<file path="src/shared/cmp_params.svh">
`ifndef CMP_PARAMS_SVH
`define CMP_PARAMS_SVH

// ==========================================================
// Register map, byte addresses on the register bus.
`define CMP_ADDR_W      4
`define CMP_OFF_CTRL0   4'h0
`define CMP_OFF_CTRL1   4'h4
`define CMP_OFF_PORT    4'h8
`define CMP_OFF_ANALOG  4'hC

// ==========================================================
// Field positions of a comparator control register.
`define CMP_BIT_EN      7
`define CMP_BIT_RESULT  6
`define CMP_BIT_PINEN   5
`define CMP_BIT_INV     4
`define CMP_BIT_SP      2
`define CMP_BIT_HYS     1
`define CMP_BIT_SYNC    0

// Reset value: only the speed/power bit is set.
`define CMP_CTRL_RST    8'h04
// Writable bits: the result bit and bit 3 ignore writes.
`define CMP_CTRL_WMASK  8'hB7

`endif

</file>
<file path="src/shared/cmp_pkg.sv">
`default_nettype none

// ==========================================================
// Types shared by the comparator control files.
package cmp_pkg;

  typedef logic [7:0] ctrl_type;

  typedef enum logic [1:0]
  {
    RESP_OKAY   = 2'h0,
    RESP_SLVERR = 2'h2
  } axi_resp_type;

  typedef enum logic [2:0]
  {
    SEL_CTRL0  = 3'h0,
    SEL_CTRL1  = 3'h1,
    SEL_PORT   = 3'h3,
    SEL_ANALOG = 3'h2,
    SEL_NONE   = 3'h6
  } reg_sel_type;

endpackage

`default_nettype wire

</file>
<file path="src/shared/cmp_channel_if.sv">
`default_nettype none

// ==========================================================
// Signals between the register block and one comparator channel.
interface cmp_channel_if;
  logic enable;
  logic invert;
  logic sync_sel;
  logic raw_result;
  logic timer_clk;
  logic result;
  logic timer_result;

  modport ctrl
  (
    output enable, invert, sync_sel, raw_result, timer_clk,
    input  result, timer_result
  );

  modport chan
  (
    input  enable, invert, sync_sel, raw_result, timer_clk,
    output result, timer_result
  );
endinterface

`default_nettype wire

</file>
<file path="src/rtl/comparator_channel.sv">
`include "cmp_params.svh"
`default_nettype none

module comparator_channel
(
  input wire logic   mclk,
  input wire logic   resetn,
  cmp_channel_if.chan ch
);
  import cmp_pkg::*;

  logic raw_s1_q;
  logic raw_s2_q;
  logic tclk_s1_q;
  logic tclk_s2_q;
  logic tclk_s3_q;
  logic result_q;
  logic timer_q;
  wire  tclk_fall;
  wire  pol_result;

  // ==========================================================
  // Synchronisers for the analog result and the timer clock.
  always_ff @(posedge mclk or negedge resetn)
  begin
    if (!resetn)
    begin
      raw_s1_q  <= 1'b0;
      raw_s2_q  <= 1'b0;
      tclk_s1_q <= 1'b0;
      tclk_s2_q <= 1'b0;
      tclk_s3_q <= 1'b0;
    end
    else
    begin
      raw_s1_q  <= ch.raw_result;
      raw_s2_q  <= raw_s1_q;
      tclk_s1_q <= ch.timer_clk;
      tclk_s2_q <= tclk_s1_q;
      tclk_s3_q <= tclk_s2_q;
    end
  end

  // A disabled comparator gives zero before the polarity stage.
  assign pol_result = (ch.enable & raw_s2_q) ^ ch.invert;
  // Falling edge of the prescaled timer clock.
  assign tclk_fall  = tclk_s3_q & ~tclk_s2_q;

  // ==========================================================
  // Result latched every cycle; timer copy latched on the fall in sync mode, every cycle otherwise.
  // The reset level is a convenience only; the first valid
  // level after enabling is not guaranteed.
  always_ff @(posedge mclk or negedge resetn)
  begin
    if (!resetn)
    begin
      result_q <= 1'b0;
      timer_q  <= 1'b0;
    end
    else
    begin
      result_q <= pol_result;
      if (!ch.sync_sel || tclk_fall)
      begin
        timer_q <= pol_result;
      end
    end
  end

  assign ch.result       = result_q;
  assign ch.timer_result = timer_q;
endmodule

`default_nettype wire

</file>
<file path="src/rtl/comparator_control_output.sv">
// Function
// - Each result drives its own dedicated pin.
// - Either or both results feed PWM shutdown.
// - Results usable as closed-loop PWM restart feedback.
// - Initial result level is undefined.
// - Bit 1 enables hysteresis.
// - Analog-configured pins read back as zero.
// - Polarity bit inverts result.
// - Sync mode latches on timer clock fall.
// - Pin driven when enable, pin-enable, direction clear.
// - Speed/power bit resets to one.
//
// Added by the designer: register access over AXI4-Lite and the register offsets.
`include "cmp_params.svh"
`default_nettype none

module comparator_control_output
#(
  parameter int PORT_W = 8
)
(
  input  wire logic                     mclk,
  input  wire logic                     resetn,
  input  wire logic [`CMP_ADDR_W-1:0]   s_axi_awaddr,
  input  wire logic                     s_axi_awvalid,
  output logic                          s_axi_awready,
  input  wire logic [31:0]              s_axi_wdata,
  input  wire logic [3:0]               s_axi_wstrb,
  input  wire logic                     s_axi_wvalid,
  output logic                          s_axi_wready,
  output logic [1:0]                    s_axi_bresp,
  output logic                          s_axi_bvalid,
  input  wire logic                     s_axi_bready,
  input  wire logic [`CMP_ADDR_W-1:0]   s_axi_araddr,
  input  wire logic                     s_axi_arvalid,
  output logic                          s_axi_arready,
  output logic [31:0]                   s_axi_rdata,
  output logic [1:0]                    s_axi_rresp,
  output logic                          s_axi_rvalid,
  input  wire logic                     s_axi_rready,
  input  wire logic [1:0]               raw_result,
  input  wire logic                     timer_clk,
  input  wire logic [1:0]               pin_direction_bit,
  input  wire logic [1:0]               port_latch,
  input  wire logic [PORT_W-1:0]        port_pins,
  output logic                          first_result_pin_out,
  output logic                          first_result_pin_oe,
  output logic                          second_result_pin_out,
  output logic                          second_result_pin_oe,
  output logic [1:0]                    comparator_enable,
  output logic [1:0]                    speed_power_select,
  output logic [1:0]                    hysteresis_enable,
  output logic [1:0]                    shutdown_source,
  output logic [1:0]                    timer_result,
  output logic [PORT_W-1:0]             analog_select
);
  import cmp_pkg::*;

  // Decodes a byte address to a register select.
  function automatic reg_sel_type decode(input logic [`CMP_ADDR_W-1:0] a);
    unique case (a)
      `CMP_OFF_CTRL0:  decode = SEL_CTRL0;
      `CMP_OFF_CTRL1:  decode = SEL_CTRL1;
      `CMP_OFF_PORT:   decode = SEL_PORT;
      `CMP_OFF_ANALOG: decode = SEL_ANALOG;
      default:         decode = SEL_NONE;
    endcase
  endfunction

  ctrl_type                 ctrl_q [2];
  logic [PORT_W-1:0]        analog_q;
  logic [PORT_W-1:0]        port_s1_q;
  logic [PORT_W-1:0]        port_s2_q;
  logic                     aw_hold_q;
  logic                     w_hold_q;
  logic [`CMP_ADDR_W-1:0]   awaddr_q;
  logic [7:0]               wdata_q;
  logic                     wstrb_q;
  logic                     bvalid_q;
  axi_resp_type             bresp_q;
  logic                     rvalid_q;
  axi_resp_type             rresp_q;
  logic [31:0]              rdata_q;
  logic [1:0]               result;

  // ==========================================================
  // Comparator channels.
  genvar g;
  generate
    for (g = 0; g < 2; g++)
    begin : chan
      cmp_channel_if cif ();
      assign cif.enable     = ctrl_q[g][`CMP_BIT_EN];
      assign cif.invert     = ctrl_q[g][`CMP_BIT_INV];
      assign cif.sync_sel   = ctrl_q[g][`CMP_BIT_SYNC];
      assign cif.raw_result = raw_result[g];
      assign cif.timer_clk  = timer_clk;
      assign result[g]       = cif.result;
      assign timer_result[g] = cif.timer_result;
      assign comparator_enable[g]  = ctrl_q[g][`CMP_BIT_EN];
      assign speed_power_select[g] = ctrl_q[g][`CMP_BIT_SP];
      assign hysteresis_enable[g]  = ctrl_q[g][`CMP_BIT_HYS];
      comparator_channel u_chan
      (
        .mclk   (mclk),
        .resetn (resetn),
        .ch     (cif.chan)
      );
    end
  endgenerate

  // ==========================================================
  // Pin and PWM outputs; the result overrides the port latch only while pin_oe is set.
  wire [1:0] pin_oe = {ctrl_q[1][`CMP_BIT_PINEN], ctrl_q[0][`CMP_BIT_PINEN]}
                      & comparator_enable & ~pin_direction_bit;
  assign first_result_pin_oe   = pin_oe[0];
  assign second_result_pin_oe  = pin_oe[1];
  assign first_result_pin_out  = pin_oe[0] ? result[0] : port_latch[0];
  assign second_result_pin_out = pin_oe[1] ? result[1] : port_latch[1];
  assign shutdown_source       = result;
  assign analog_select         = analog_q;

  // ==========================================================
  // Write channel: address and data taken in either order.
  assign s_axi_awready = ~aw_hold_q & ~bvalid_q;
  assign s_axi_wready  = ~w_hold_q & ~bvalid_q;
  wire aw_take  = s_axi_awvalid & s_axi_awready;
  wire w_take   = s_axi_wvalid & s_axi_wready;
  wire wr_fire  = (aw_hold_q | aw_take) & (w_hold_q | w_take);
  wire [`CMP_ADDR_W-1:0] wr_addr = aw_hold_q ? awaddr_q : s_axi_awaddr;
  wire [7:0]  wr_data = w_hold_q ? wdata_q : s_axi_wdata[7:0];
  wire        wr_strb = w_hold_q ? wstrb_q : s_axi_wstrb[0];
  wire reg_sel_type wr_sel = decode(wr_addr);
  wire ctrl_type wmask = `CMP_CTRL_WMASK;

  always_ff @(posedge mclk or negedge resetn)
  begin
    if (!resetn)
    begin
      aw_hold_q <= 1'b0;
      w_hold_q  <= 1'b0;
      awaddr_q  <= '0;
      wdata_q   <= '0;
      wstrb_q   <= 1'b0;
      bvalid_q  <= 1'b0;
      bresp_q   <= RESP_OKAY;
    end
    else if (wr_fire)
    begin
      aw_hold_q <= 1'b0;
      w_hold_q  <= 1'b0;
      bvalid_q  <= 1'b1;
      bresp_q   <= (wr_sel == SEL_NONE) ? RESP_SLVERR : RESP_OKAY;
    end
    else
    begin
      if (aw_take)
      begin
        aw_hold_q <= 1'b1;
        awaddr_q  <= s_axi_awaddr;
      end
      if (w_take)
      begin
        w_hold_q <= 1'b1;
        wdata_q  <= s_axi_wdata[7:0];
        wstrb_q  <= s_axi_wstrb[0];
      end
      if (bvalid_q && s_axi_bready)
      begin
        bvalid_q <= 1'b0;
      end
    end
  end

  assign s_axi_bvalid = bvalid_q;
  assign s_axi_bresp  = bresp_q;

  // ==========================================================
  // Register storage; only byte lane 0 carries data.
  always_ff @(posedge mclk or negedge resetn)
  begin
    if (!resetn)
    begin
      ctrl_q[0] <= `CMP_CTRL_RST;
      ctrl_q[1] <= `CMP_CTRL_RST;
      analog_q  <= '1;
    end
    else if (wr_fire && wr_strb)
    begin
      case (wr_sel)
        SEL_CTRL0:  ctrl_q[0] <= (ctrl_q[0] & ~wmask) | (wr_data & wmask);
        SEL_CTRL1:  ctrl_q[1] <= (ctrl_q[1] & ~wmask) | (wr_data & wmask);
        SEL_ANALOG: analog_q  <= wr_data[PORT_W-1:0];
        default:    ;
      endcase
    end
  end

  // Port pins come from outside and pass two flip-flops.
  always_ff @(posedge mclk or negedge resetn)
  begin
    if (!resetn)
    begin
      port_s1_q <= '0;
      port_s2_q <= '0;
    end
    else
    begin
      port_s1_q <= port_pins;
      port_s2_q <= port_s1_q;
    end
  end

  // ==========================================================
  // Read channel: one read at a time, answered one cycle later.
  assign s_axi_arready = ~rvalid_q;
  wire reg_sel_type rd_sel = decode(s_axi_araddr);
  wire ctrl_type rd_ctrl0 = (ctrl_q[0] & wmask)
                            | (ctrl_type'(result[0]) << `CMP_BIT_RESULT);
  wire ctrl_type rd_ctrl1 = (ctrl_q[1] & wmask)
                            | (ctrl_type'(result[1]) << `CMP_BIT_RESULT);
  wire [PORT_W-1:0] port_view = port_s2_q & ~analog_q;
  wire [31:0] rd_word =
    (rd_sel == SEL_CTRL0)  ? {24'h000000, rd_ctrl0} :
    (rd_sel == SEL_CTRL1)  ? {24'h000000, rd_ctrl1} :
    (rd_sel == SEL_PORT)   ? {{(32-PORT_W){1'b0}}, port_view} :
    (rd_sel == SEL_ANALOG) ? {{(32-PORT_W){1'b0}}, analog_q} : 32'h00000000;

  always_ff @(posedge mclk or negedge resetn)
  begin
    if (!resetn)
    begin
      rvalid_q <= 1'b0;
      rresp_q  <= RESP_OKAY;
      rdata_q  <= '0;
    end
    else if (s_axi_arvalid && s_axi_arready)
    begin
      rvalid_q <= 1'b1;
      rresp_q  <= (rd_sel == SEL_NONE) ? RESP_SLVERR : RESP_OKAY;
      rdata_q  <= rd_word;
    end
    else if (s_axi_rready)
    begin
      rvalid_q <= 1'b0;
    end
  end

  assign s_axi_rvalid = rvalid_q;
  assign s_axi_rresp  = rresp_q;
  assign s_axi_rdata  = rdata_q;
endmodule

`default_nettype wire

</file>
<file path="config.mk">
export PLATFORM = sky130hd
export DESIGN_NAME = comparator_control_output
export DESIGN_NICKNAME = d
export VERILOG_FILES = /design/src/shared/cmp_pkg.sv /design/src/shared/cmp_channel_if.sv /design/src/rtl/comparator_channel.sv /design/src/rtl/comparator_control_output.sv
export VERILOG_INCLUDE_DIRS = /design/src /design/src/shared
export SDC_FILE = /design/constraint.sdc
export NUM_CORES = 1
export LEC_CHECK = 0
export ABC_CLOCK_PERIOD_IN_PS = 1600
export BUFFER_PORTS_ARGS = -buffer_cell sky130_fd_sc_hd__buf_2
export CAP_MARGIN = 10
export CORE_ASPECT_RATIO = 0.5
export CORE_MARGIN = 3
export CORE_UTILIZATION = 44
export CTS_CLUSTER_SIZE = 28
export DETAILED_ROUTE_END_ITERATION = 6
export GPL_TIMING_DRIVEN = 0
export PLACE_DENSITY = 0.87
export SYNTH_ARGS = -nofsm -noshare
export SYNTH_HDL_FRONTEND = slang
export SYNTH_SLANG_ARGS = --single-unit
</file>
<file path="constraint.sdc">
create_clock -name mclk -period 1.6 [get_ports mclk]
set_input_delay 0.24 -clock mclk [delete_from_list [all_inputs] [get_ports mclk]]
set_output_delay 0.24 -clock mclk [all_outputs]
set_load 0.01 [all_outputs]
</file>
==> flow_metrics.env, run 1 <==
export IMPL_outcome="complete, but fails checks"
export IMPL_violations="negative setup slack"
export IMPL_min_path_type="input port to register"
export IMPL_dpl_cell_area_um2=3854
export IMPL_design_area_um2=4509
export IMPL_rows=21
export IMPL_ios=129
export IMPL_grt_usage_pct=19.78
export IMPL_worstPathRequired_ns=1.81
export IMPL_critPathMaxFanout=6
export IMPL_dp_slack_ns=-0.4500
export IMPL_worstMarginPinSlew_ns=0.9025
export IMPL_vias=2351
export IMPL_ys_flop_type="dfrtp_1"
export IMPL_root_buffer="clkbuf_16"
export IMPL_diodes=0
export IMPL_crit_path_end_kind="register"
export IMPL_die_w_um=127.7
export IMPL_irDropWorstVdd_v=0.0007295
export IMPL_clock_fmax_mhz=526.8
export IMPL_grt_start_max_net_pins=75
export IMPL_grt_pass1_vias=2375
export IMPL_start_util_pct=47.01
export IMPL_r2r_setup_slack_ns=-0.30
export IMPL_postRouteAntennaNets=0
export IMPL_dpl_hpwl_um=4739
export IMPL_clkTransAtPathRegs_ns=0.06
export IMPL_min_period_ns=1.898
export IMPL_htreeDepth=3
export IMPL_synthArstFlopShare_pct=100.0
export IMPL_nFillCells=483
export IMPL_vias_per_cell=5.089
export IMPL_antenna_found_initial=0
export IMPL_finalSetupViolCount=32
export IMPL_register_area_um2=1867
export IMPL_dieArea_um2=8542
export IMPL_multi_input_area_um2=1296
export IMPL_cts_tree="done"
export IMPL_yosysSeqAreaShare_pct=57.18
export IMPL_rsz0062_at_grt="yes"
export IMPL_syn_area_um2=3261
export IMPL_synth_warnings=0
export IMPL_fin_ws_ns=-0.2983
export IMPL_worst_hold_slack_ns=0.01452
export IMPL_gp_congestion=0.7307
export IMPL_synth_area_leaders="dfrtp_1 (49%), mux2_2 (16%), buf_4 (8.5%), dfstp_2 (8.1%), mux4_2 (4.8%)"
export IMPL_arrival_ns=2.11
export IMPL_drv_cap=0
export IMPL_synth_cell_types=27
export IMPL_synthCells=234
export IMPL_period_share_pct=118.6
export IMPL_first_iter_violations=196
export IMPL_startpoint_type="register"
export IMPL_synth_edf_count=0
export IMPL_dr_pass1_iters=4
export IMPL_syn_to_final_growth_pct=38.30
export IMPL_ys_seq_elements=74
export IMPL_cts_inserted_buffers=9
export IMPL_dp_cells=424
export IMPL_drc=0
export IMPL_synth_top_area_share_pct=49.12
export IMPL_critPathKind="register to register"
export IMPL_clock_sinks=74
export IMPL_wl_um=8831
export IMPL_coreArea_um2=6937
export IMPL_overflow=0
export IMPL_wl_per_cell_um=19.11
export IMPL_hold_viol=0
export IMPL_power_density_nw_per_um2=1737
export IMPL_clk_latency_ns=0.33
export IMPL_dieHeight_um=66.87
export IMPL_final_nets=431
export IMPL_power_mw=7.834
export IMPL_yosysTopAreaCell="dfrtp_1"
export IMPL_clock_path_buffers=2
export IMPL_avgSynthCellArea_um2=13.93
export IMPL_clock_skew_ns=0.006440
export IMPL_post_route_cells_drive_above_1_share_pct=60.81
export IMPL_layoutNonFillerInstCount=462
export IMPL_drv_slew=0
export IMPL_relSlewSlack_pct=39.83
export IMPL_postCtsHoldBufs=0
export IMPL_p_leak_nw=2.242
export IMPL_grt_pass1_wl_um=12560
export IMPL_port_buffers=73
==> critical path: stages, from the launching register on <==
cell	delay [ns]
dfrtp_2	0.45
and2b_2	0.27
o22ai_4	0.11
buf_6	0.15
nor4_4	0.29
buf_6	0.19
mux2_4	0.32
==> registers in the layout, summed over array words and instances (netlist names), 2 cells and up <==
register,flops
analog_select,8
awaddr_q,4
chan.cif.invert,2
chan.cif.sync_sel,2
chan.u_chan.ch.result,2
chan.u_chan.ch.timer_result,2
chan.u_chan.raw_s1_q,2
chan.u_chan.raw_s2_q,2
comparator_enable,2
ctrl_q,2
hysteresis_enable,2
port_s1_q,8
port_s2_q,8
s_axi_rdata,8
speed_power_select,2
wdata_q,8
==> logic make-up (layout without fill, tap and decap cells) <==
family                 Yosys count  after routing  synth area share (%)
flip-flops                      74             74                 57.18
multiplexers                    53             53                 20.68
buffers and inverters           45            156                 9.440
AND/OR/NAND/NOR                 40             40                 7.828
AO/OA/AOI/OAI                   19             19                 4.221
XOR/XNOR                         2              2                0.5373
other                            1             26                0.1150
==> cell usage after synthesis (4+ instances only) <==
cell type / count
dfrtp_1: 64
inv_1: 4
nand2_1: 10
dfstp_2: 10
nor2b_1: 8
mux4_2: 7
buf_4: 37
mux2_2: 45
nor3_1: 5
a22o_1: 7
a21oi_1: 4
o21ai_0: 4
nor2_1: 7
clkbuf_1: 4
==> layout by cell type (no fill, tap or decap), types with 3 or more instances in the layout <==
| cell type | instances |
|---|---|
| mux4_2 | 7 |
| conb_1 | 26 |
| bufinv_16 | 3 |
| nor2b_1 | 7 |
| mux2_4 | 21 |
| nor4_4 | 3 |
| mux2_2 | 24 |
| buf_2 | 70 |
| clkbuf_16 | 9 |
| nand2_1 | 9 |
| a21oi_1 | 3 |
| inv_1 | 4 |
| clkbuf_1 | 3 |
| dfrtp_1 | 62 |
| nor2_1 | 5 |
| a22o_1 | 7 |
| buf_6 | 7 |
| dfstp_2 | 10 |
| o21ai_0 | 4 |
| buf_4 | 55 |
| nor3_1 | 4 |
==> metal layers <==
metal	share of wire (%)	vias to the layer above	global-route usage (%)
met5	0	-	0
met4	2.8	0	10.32
met3	6.5	26	6.565
met2	51	114	34.77
met1	39	1190	21.68
li1	-	1021	-
==> path summary, 6_finish.rpt <==
check                                    startpoint                       end  cells past startpoint
max reg2reg                            s_axi_bvalid      chan[1].cif.sync_sel                      6
min reg2reg                chan[1].u_chan.tclk_s1_q  chan[1].u_chan.tclk_s2_q                      0
max                                    s_axi_bvalid      chan[1].cif.sync_sel                      6
min in group asynchronous                    resetn            s_axi_rdata[6]                      1
min                                    port_pins[3]              port_s1_q[3]                      1
max in group asynchronous                    resetn              s_axi_bvalid                      1
==> metrics by stage <==
| step | utilization [%] | setup TNS [ns] |
|---|---|---|
| 2_1_floorplan | - | -2.727 |
| 3_3_place_gp | 55.52 | -15.90 |
| 3_5_place_dp | 55.56 | -8.905 |
| 4_1_cts | 62.97 | -2.972 |
| 5_1_grt | 65.01 | -6.097 |
| 6_report | 65.01 | -4.137 |
==> power by group <==
part / internal [mW] / switching, mW / total (mW)
Sequential: 2.48 / 0.447 / 2.93
Combinational: 1.47 / 1.16 / 2.62
Clock: 1.52 / 0.765 / 2.29
Total: 5.47 / 2.37 / 7.83
==> repair_timing <==
action,CTS,global route
gates resized for setup,13,26
pin swaps,7,6
setup endpoints to repair,41,24
setup buffers,15,7
==> cell type report <==
cell class,count,area share (%)
Sequential cell,74,41.40
Tap cell,92,2.553
Clock buffer,9,4.994
Inverter,4,0.3330
Timing Repair Buffer,95,12.71
Multi-Input combinational cell,140,28.75
Buffer,41,6.659
Clock inverter,7,2.608
(Power assumes the default switching activity.)
==> run 2, diff against run 1 <==
- ABC_AREA: not set -> 1
- CORE_UTILIZATION: 44 -> 45
- PLACE_DENSITY: 0.87 -> 0.88
- SKIP_LAST_GASP: not set -> 1
- TNS_END_PERCENT: not set -> 50
==> run 2 against run 1 <==
The flow now finishes without violations. Via count is 26% higher. Sequential cell count stayed put. Utilization decreased by 4.5 points. Hold slack improved by 0.00065 ns.
==> flow_metrics.env, run 2 <==
export IMPL_power_mw=7.926
export IMPL_dieHeight_um=68.66
export IMPL_clkTransAtPathRegs_ns=0.06
export IMPL_antenna_found_initial=0
export IMPL_irDropWorstVdd_v=0.0006866
export IMPL_worstPathRequired_ns=1.36
export IMPL_grt_start_max_net_pins=75
export IMPL_grt_usage_pct=18.24
export IMPL_min_path_type="input port to async pin"
export IMPL_drv_cap=0
export IMPL_yosys_area_share_simple_pct=23.69
export IMPL_htreeDepth=3
export IMPL_clock_fmax_mhz=634.6
export IMPL_first_iter_violations=223
export IMPL_overflow=0
export IMPL_outcome="complete, no violations"
export IMPL_grt_pass1_wl_um=12980
export IMPL_synth_fa_ha_area_share_pct=0
export IMPL_start_util_pct=47.37
export IMPL_ios=129
export IMPL_synth_area_leaders="dfrtp_1 (45%), nand2_1 (10%), buf_4 (8.1%), dfstp_2 (7.4%), o21ai_1 (3.8%)"
export IMPL_critPathMaxFanout=2
export IMPL_nFillCells=620
export IMPL_clock_skew_ns=0.004822
export IMPL_ys_flop_type="dfrtp_1"
export IMPL_synth_compound_area_share_pct=7.720
export IMPL_gp_congestion=0.8276
export IMPL_rows=22
export IMPL_power_density_nw_per_um2=1757
export IMPL_post_route_cells_drive_above_1_share_pct=33.65
export IMPL_crit_slowest_cell="dfrtp_1"
export IMPL_drc=0
export IMPL_postRouteAntennaNets=0
export IMPL_dieArea_um2=9016
export IMPL_synth_edf_count=0
export IMPL_vias_per_cell=4.704
export IMPL_synth_cell_types=31
export IMPL_synthArstFlopShare_pct=100.0
export IMPL_relSlewSlack_pct=40.11
export IMPL_dr_pass1_iters=4
export IMPL_syn_area_um2=3533
export IMPL_crit_path_end_kind="output pin"
export IMPL_design_area_um2=4512
export IMPL_worstMarginPinSlew_ns=0.8983
export IMPL_vias=2968
export IMPL_diodes=0
export IMPL_rsz0062_at_grt="yes"
export IMPL_period_share_pct=98.49
export IMPL_cp_cell_sequence="nand2_1, nor2_2, mux2_2, buf_2"
export IMPL_synth_top_family_by_area="simple AND/OR/NAND/NOR gates"
export IMPL_clock_path_buffers=2
export IMPL_min_period_ns=1.576
export IMPL_synth_warnings=0
export IMPL_avgSynthCellArea_um2=8.790
export IMPL_coreArea_um2=7460
export IMPL_yosysSeqAreaShare_pct=52.76
export IMPL_root_buffer="clkbuf_16"
export IMPL_port_buffers=75
export IMPL_synthCells=402
export IMPL_cts_tree="done"
export IMPL_synthMuxAreaShare_pct=0.9561
export IMPL_arrival_ns=1.34
export IMPL_mostFrequentLayoutCells="nand2_1 (96), buf_2 (79), dfrtp_1 (63)"
export IMPL_yosysTopAreaCell="dfrtp_1"
export IMPL_max_stage_delay_ns=0.35
export IMPL_synthXorXnorAreaFrac_pct=0.4958
export IMPL_worst_hold_slack_ns=0.01517
export IMPL_syn_to_final_growth_pct=27.69
export IMPL_finalSetupViolCount=0
export IMPL_synth_top_area_share_pct=45.33
export IMPL_drv_slew=0
export IMPL_ys_seq_elements=74
export IMPL_p_leak_nw=2.377
export IMPL_final_nets=584
export IMPL_layout_commonest_cell="nand2_1"
export IMPL_hold_viol=0
export IMPL_critPathKind="register to output pin"
export IMPL_synth_most_common_cell="nand2_1"
export IMPL_startpoint_type="register"
export IMPL_dpl_hpwl_um=5912
export IMPL_dpl_cell_area_um2=4140
export IMPL_cts_inserted_buffers=9
export IMPL_clk_latency_ns=0.33
export IMPL_wl_per_cell_um=13.09
export IMPL_die_w_um=131.3
export IMPL_synthTopCellsByCount="nand2_1 (97), dfrtp_1 (64), buf_4 (38), inv_1 (35), nor2_1 (32)"
export IMPL_clock_sinks=74
export IMPL_grt_pass1_vias=2786
export IMPL_wl_um=8261
run 2: cell types whose count changed after synthesis, moves of 5 or more:
cell	change
nand2_1	+87
mux2_2	-42
inv_1	+31
o21ai_1	+27
nand3_1	+26
nor2_1	+25
nand4_1	+19
inv_2	+9
nor2b_1	-8
a22o_1	-7
mux4_2	-7
o21bai_1	+6
buf_2	+5
nor3_1	-5
run 2: per-layer routing:
metal | vias to the layer above | GRT usage, % | routed length, um | part of all wire (%)
met4 | 0 | 5.890 | 138 | 1.7
met3 | 14 | 5.797 | 599 | 7.3
li1 | 1452 | - | - | -
met1 | 1387 | 22.56 | 3554 | 43
met2 | 115 | 31.44 | 3969 | 48
met5 | - | 0 | 0 | 0
run 2: kinds of logic (layout without fill, tap and decap cells):
logic type                count (synthesis)  after routing
muxes                                     3              3
other                                     1             26
buffers and inverters                    92            188
DFF                                      74             74
xor gates and xnor gates                  2              2
AOI/OAI and AO/OA                        46             46
and+or+nand+nor                         184            184
run 2: area by class of cell:
| cell class | instances | area [um^2] | area share [%] |
|---|---|---|---|
| Buffer | 47 | 332.8 | 7.377 |
| Multi-Input combinational cell | 261 | 1269 | 28.12 |
| Inverter | 45 | 171.4 | 3.799 |
| Tap cell | 108 | 135.1 | 2.995 |
| Sequential cell | 74 | 1866 | 41.35 |
| Timing Repair Buffer | 80 | 417.9 | 9.262 |
| Clock inverter | 5 | 77.57 | 1.719 |
| Clock buffer | 11 | 242.7 | 5.380 |
run 2: worst max-delay path, delay by kind of cell, from the launching register on:
| kind | cells | cell delay [ns] |
|---|---|---|
| flip-flops | 1 | 0.35 |
| AND/OR/NAND/NOR | 2 | 0.18 |
| multiplexers | 1 | 0.34 |
| buffers and inverters | 1 | 0.14 |
run 2: metrics by stage:
| stage | util (%) | setup slack, ns | TNS [ns] | cells |
|---|---|---|---|---|
| 2_1_floorplan | - | 0.2965 | 0 | 427 |
| 3_3_place_gp | 55.47 | -0.07606 | -4.605 | 610 |
| 3_5_place_dp | 55.50 | 0.1133 | 0 | 610 |
| 4_1_cts | 60.03 | 0.02089 | 0 | 628 |
| 5_1_grt | 60.48 | -0.03225 | -0.04308 | 631 |
| 6_report | 60.48 | 0.02415 | 0 | 631 |
run 2: path summary, 6_finish.rpt:
path | depth (start not counted) | start | slack [ns] | to
setup / recovery | 4 | ctrl_q[5] | 0.02 | second_result_pin_out
hold / removal | 1 | resetn | 0.02 | s_axi_rdata[1]
setup reg to reg | 6 | s_axi_bvalid | 0.12 | analog_select[4]
hold reg to reg | 0 | port_s1_q[6] | 0.34 | port_s2_q[6]
max in group asynchronous | 1 | resetn | 0.93 | s_axi_bvalid
min in group mclk | 1 | port_pins[1] | 0.02 | port_s1_q[1]
run 2: what timing repair did:
item / CTS / global route
pin swaps: 0 / 1
setup buffers: 2 / 2
endpoints found under the setup margin: 1 / 15
cloned: 0 / 0
endpoints found under the hold margin: 0 / 1
hold buffers: 0 / 1
gates resized for setup: 1 / 3
run 2: power by group:
| part | total, mW | switching [mW] | internal, mW |
|---|---|---|---|
| sequential | 3.10 | 0.523 | 2.57 |
| clock | 2.13 | 0.728 | 1.40 |
| combinational | 2.70 | 1.56 | 1.14 |
| total | 7.93 | 2.81 | 5.11 |
==> run 3, diff against run 2 <==
- BUFFER_PORTS_ARGS: -buffer_cell sky130_fd_sc_hd__buf_2 -> not set
- CORE_UTILIZATION: 45 -> 57
- DONT_BUFFER_PORTS: not set -> 1
- PLACE_DENSITY: 0.88 -> 0.86
==> run 3 against run 2 <==
The flow now finishes with violations (negative hold slack). Total power shrank 2.3%. Clock skew is essentially flat. Maximum frequency grew 1.9%. Global-route usage grew 5.5 points. Die area shrank 20%. Cell count shrank 14%. Clock-buffer cell count grew 1. Routed wire length shrank 3.0%. Critical path type unchanged.
==> flow_metrics.env, run 3 (synthesis gave the netlist of run 2 again) <==
export IMPL_outcome="complete, but fails checks"
export IMPL_violations="negative hold slack"
export IMPL_vias=2805
export IMPL_critPathMaxFanout=2
export IMPL_die_w_um=117.3
export IMPL_rsz0062_at_grt="no"
export IMPL_port_buffers=0
export IMPL_min_period_ns=1.546
export IMPL_irDropWorstVdd_v=0.001238
export IMPL_coreArea_um2=5729
export IMPL_first_iter_violations=251
export IMPL_grt_usage_pct=23.70
export IMPL_worstPathRequired_ns=1.36
export IMPL_clk_latency_ns=0.33
export IMPL_dieArea_um2=7237
export IMPL_p_leak_nw=2.131
export IMPL_dp_slack_ns=0.1248
export IMPL_dieHeight_um=61.68
export IMPL_hold_viol=74
export IMPL_vias_per_cell=5.175
export IMPL_ios=129
export IMPL_final_nets=519
export IMPL_worst_hold_slack_ns=-0.4015
export IMPL_htreeDepth=3
export IMPL_startpoint_type="register"
export IMPL_clock_path_buffers=2
export IMPL_dr_pass1_iters=5
export IMPL_postRouteAntennaNets=0
export IMPL_diodes=0
export IMPL_period_share_pct=96.65
export IMPL_multi_input_area_um2=1280
export IMPL_critPathKind="register to output pin"
export IMPL_drv_cap=0
export IMPL_clock_sinks=74
export IMPL_wl_um=8012
export IMPL_register_area_um2=1866
export IMPL_syn_to_final_growth_pct=20.08
export IMPL_layout_commonest_cell="nand2_1"
export IMPL_antenna_found_initial=0
export IMPL_grt_pass1_wl_um=12950
export IMPL_relSlewSlack_pct=59.29
export IMPL_power_density_nw_per_um2=1825
export IMPL_gp_congestion=0.8290
export IMPL_wl_per_cell_um=14.78
export IMPL_rows=19
export IMPL_cts_tree="done"
export IMPL_overflow=0
export IMPL_dpl_hpwl_um=5441
export IMPL_post_route_cells_drive_above_1_share_pct=21.83
export IMPL_start_util_pct=61.67
export IMPL_min_path_type="input port to async pin"
export IMPL_setup_tns_final_ns=0
export IMPL_worstMarginPinSlew_ns=0.6042
export IMPL_cts_inserted_buffers=9
export IMPL_clock_skew_ns=0.004739
export IMPL_nFillCells=420
export IMPL_drc=0
export IMPL_mostFrequentLayoutCells="nand2_1 (95), dfrtp_1 (63), buf_4 (41)"
export IMPL_grt_pass1_vias=2510
export IMPL_clock_fmax_mhz=646.7
export IMPL_fin_ws_ns=0.05363
export IMPL_postCtsHoldBufs=12
export IMPL_drv_slew=0
export IMPL_finalSetupViolCount=0
export IMPL_power_mw=7.742
export IMPL_crit_path_end_kind="output pin"
export IMPL_clkTransAtPathRegs_ns=0.06
export IMPL_grt_start_max_net_pins=75
export IMPL_root_buffer="clkbuf_16"
export IMPL_arrival_ns=1.31
[run 3: changes by cell type in the layout (fill, tap and decap cells not counted), sizes merged]
cell,previous run,this run
buf,123,47
bufinv,2,3
clkinv,2,1
dlygate4sd3,1,12
clkinvlp,1,0
clkbuf,14,15
[run 3: worst paths after layout]
check / from / slack (ns) / end / cells past startpoint
worst max-delay path: ctrl_q[5] / 0.05 / second_result_pin_out / 3
worst min-delay path: resetn / -0.40 / s_axi_rdata[5] / 0
worst max register to register: s_axi_bvalid / 0.13 / chan[1].cif.sync_sel / 6
worst min register to register: port_s1_q[5] / 0.34 / port_s2_q[5] / 0
max in group asynchronous: resetn / 1.76 / analog_select[2] / 0
min in group mclk: s_axi_rready / 0.04 / s_axi_rvalid / 1
[run 3: critical path: stages, from the launching register on]
cell and delay (ns):
dfrtp_1 0.39, nand2_2 0.09, nor2_4 0.16, mux2_4 0.33
[run 3: area by class of cell]
class | instances | area share, %
buffer | 47 | 7.844
clock buffer | 12 | 5.809
clock inverter | 4 | 2.330
inverter | 45 | 4.040
multi-input combinational | 261 | 30.17
sequential | 74 | 43.97
tap | 84 | 2.477
timing repair buffer | 15 | 3.362
[run 3: routing by layer]
metal / up-vias / GRT usage [%] / wire length (um) / part of all wire, %
met3: 11 / 9.633 / 744 / 9.3
met5: - / 0 / 0 / 0
met4: 0 / 7.179 / 87 / 1.1
li1: 1326 / - / - / -
met2: 139 / 36.80 / 3662 / 46
met1: 1329 / 31.39 / 3517 / 44
[run 3: power breakdown]
part | switching, mW | internal, mW | leakage (nW)
logic | 1.32 | 0.890 | 1.10
registers | 0.653 | 2.58 | 0.864
clock network | 0.739 | 1.57 | 0.167
[run 3: what timing repair did]
| action | in CTS | in global routing |
|---|---|---|
| endpoints found under the hold margin | 86 | 74 |
| gates resized for setup | 2 | 5 |
| buffers inserted | 2 | 1 |
| pin swaps | 0 | 2 |
| cloned | 0 | 0 |
| endpoints found under the setup margin | 1 | 18 |
[run 3: metrics by stage]
stage                     cell area [um^2]  instances  util (%)
after detailed placement              3732        511     65.15
after CTS                             4220        541     73.66
after global placement                3732        511     65.15
after global routing                  4243        542     74.06
final                                 4243        542     74.06
after floorplan                       3627        427         -
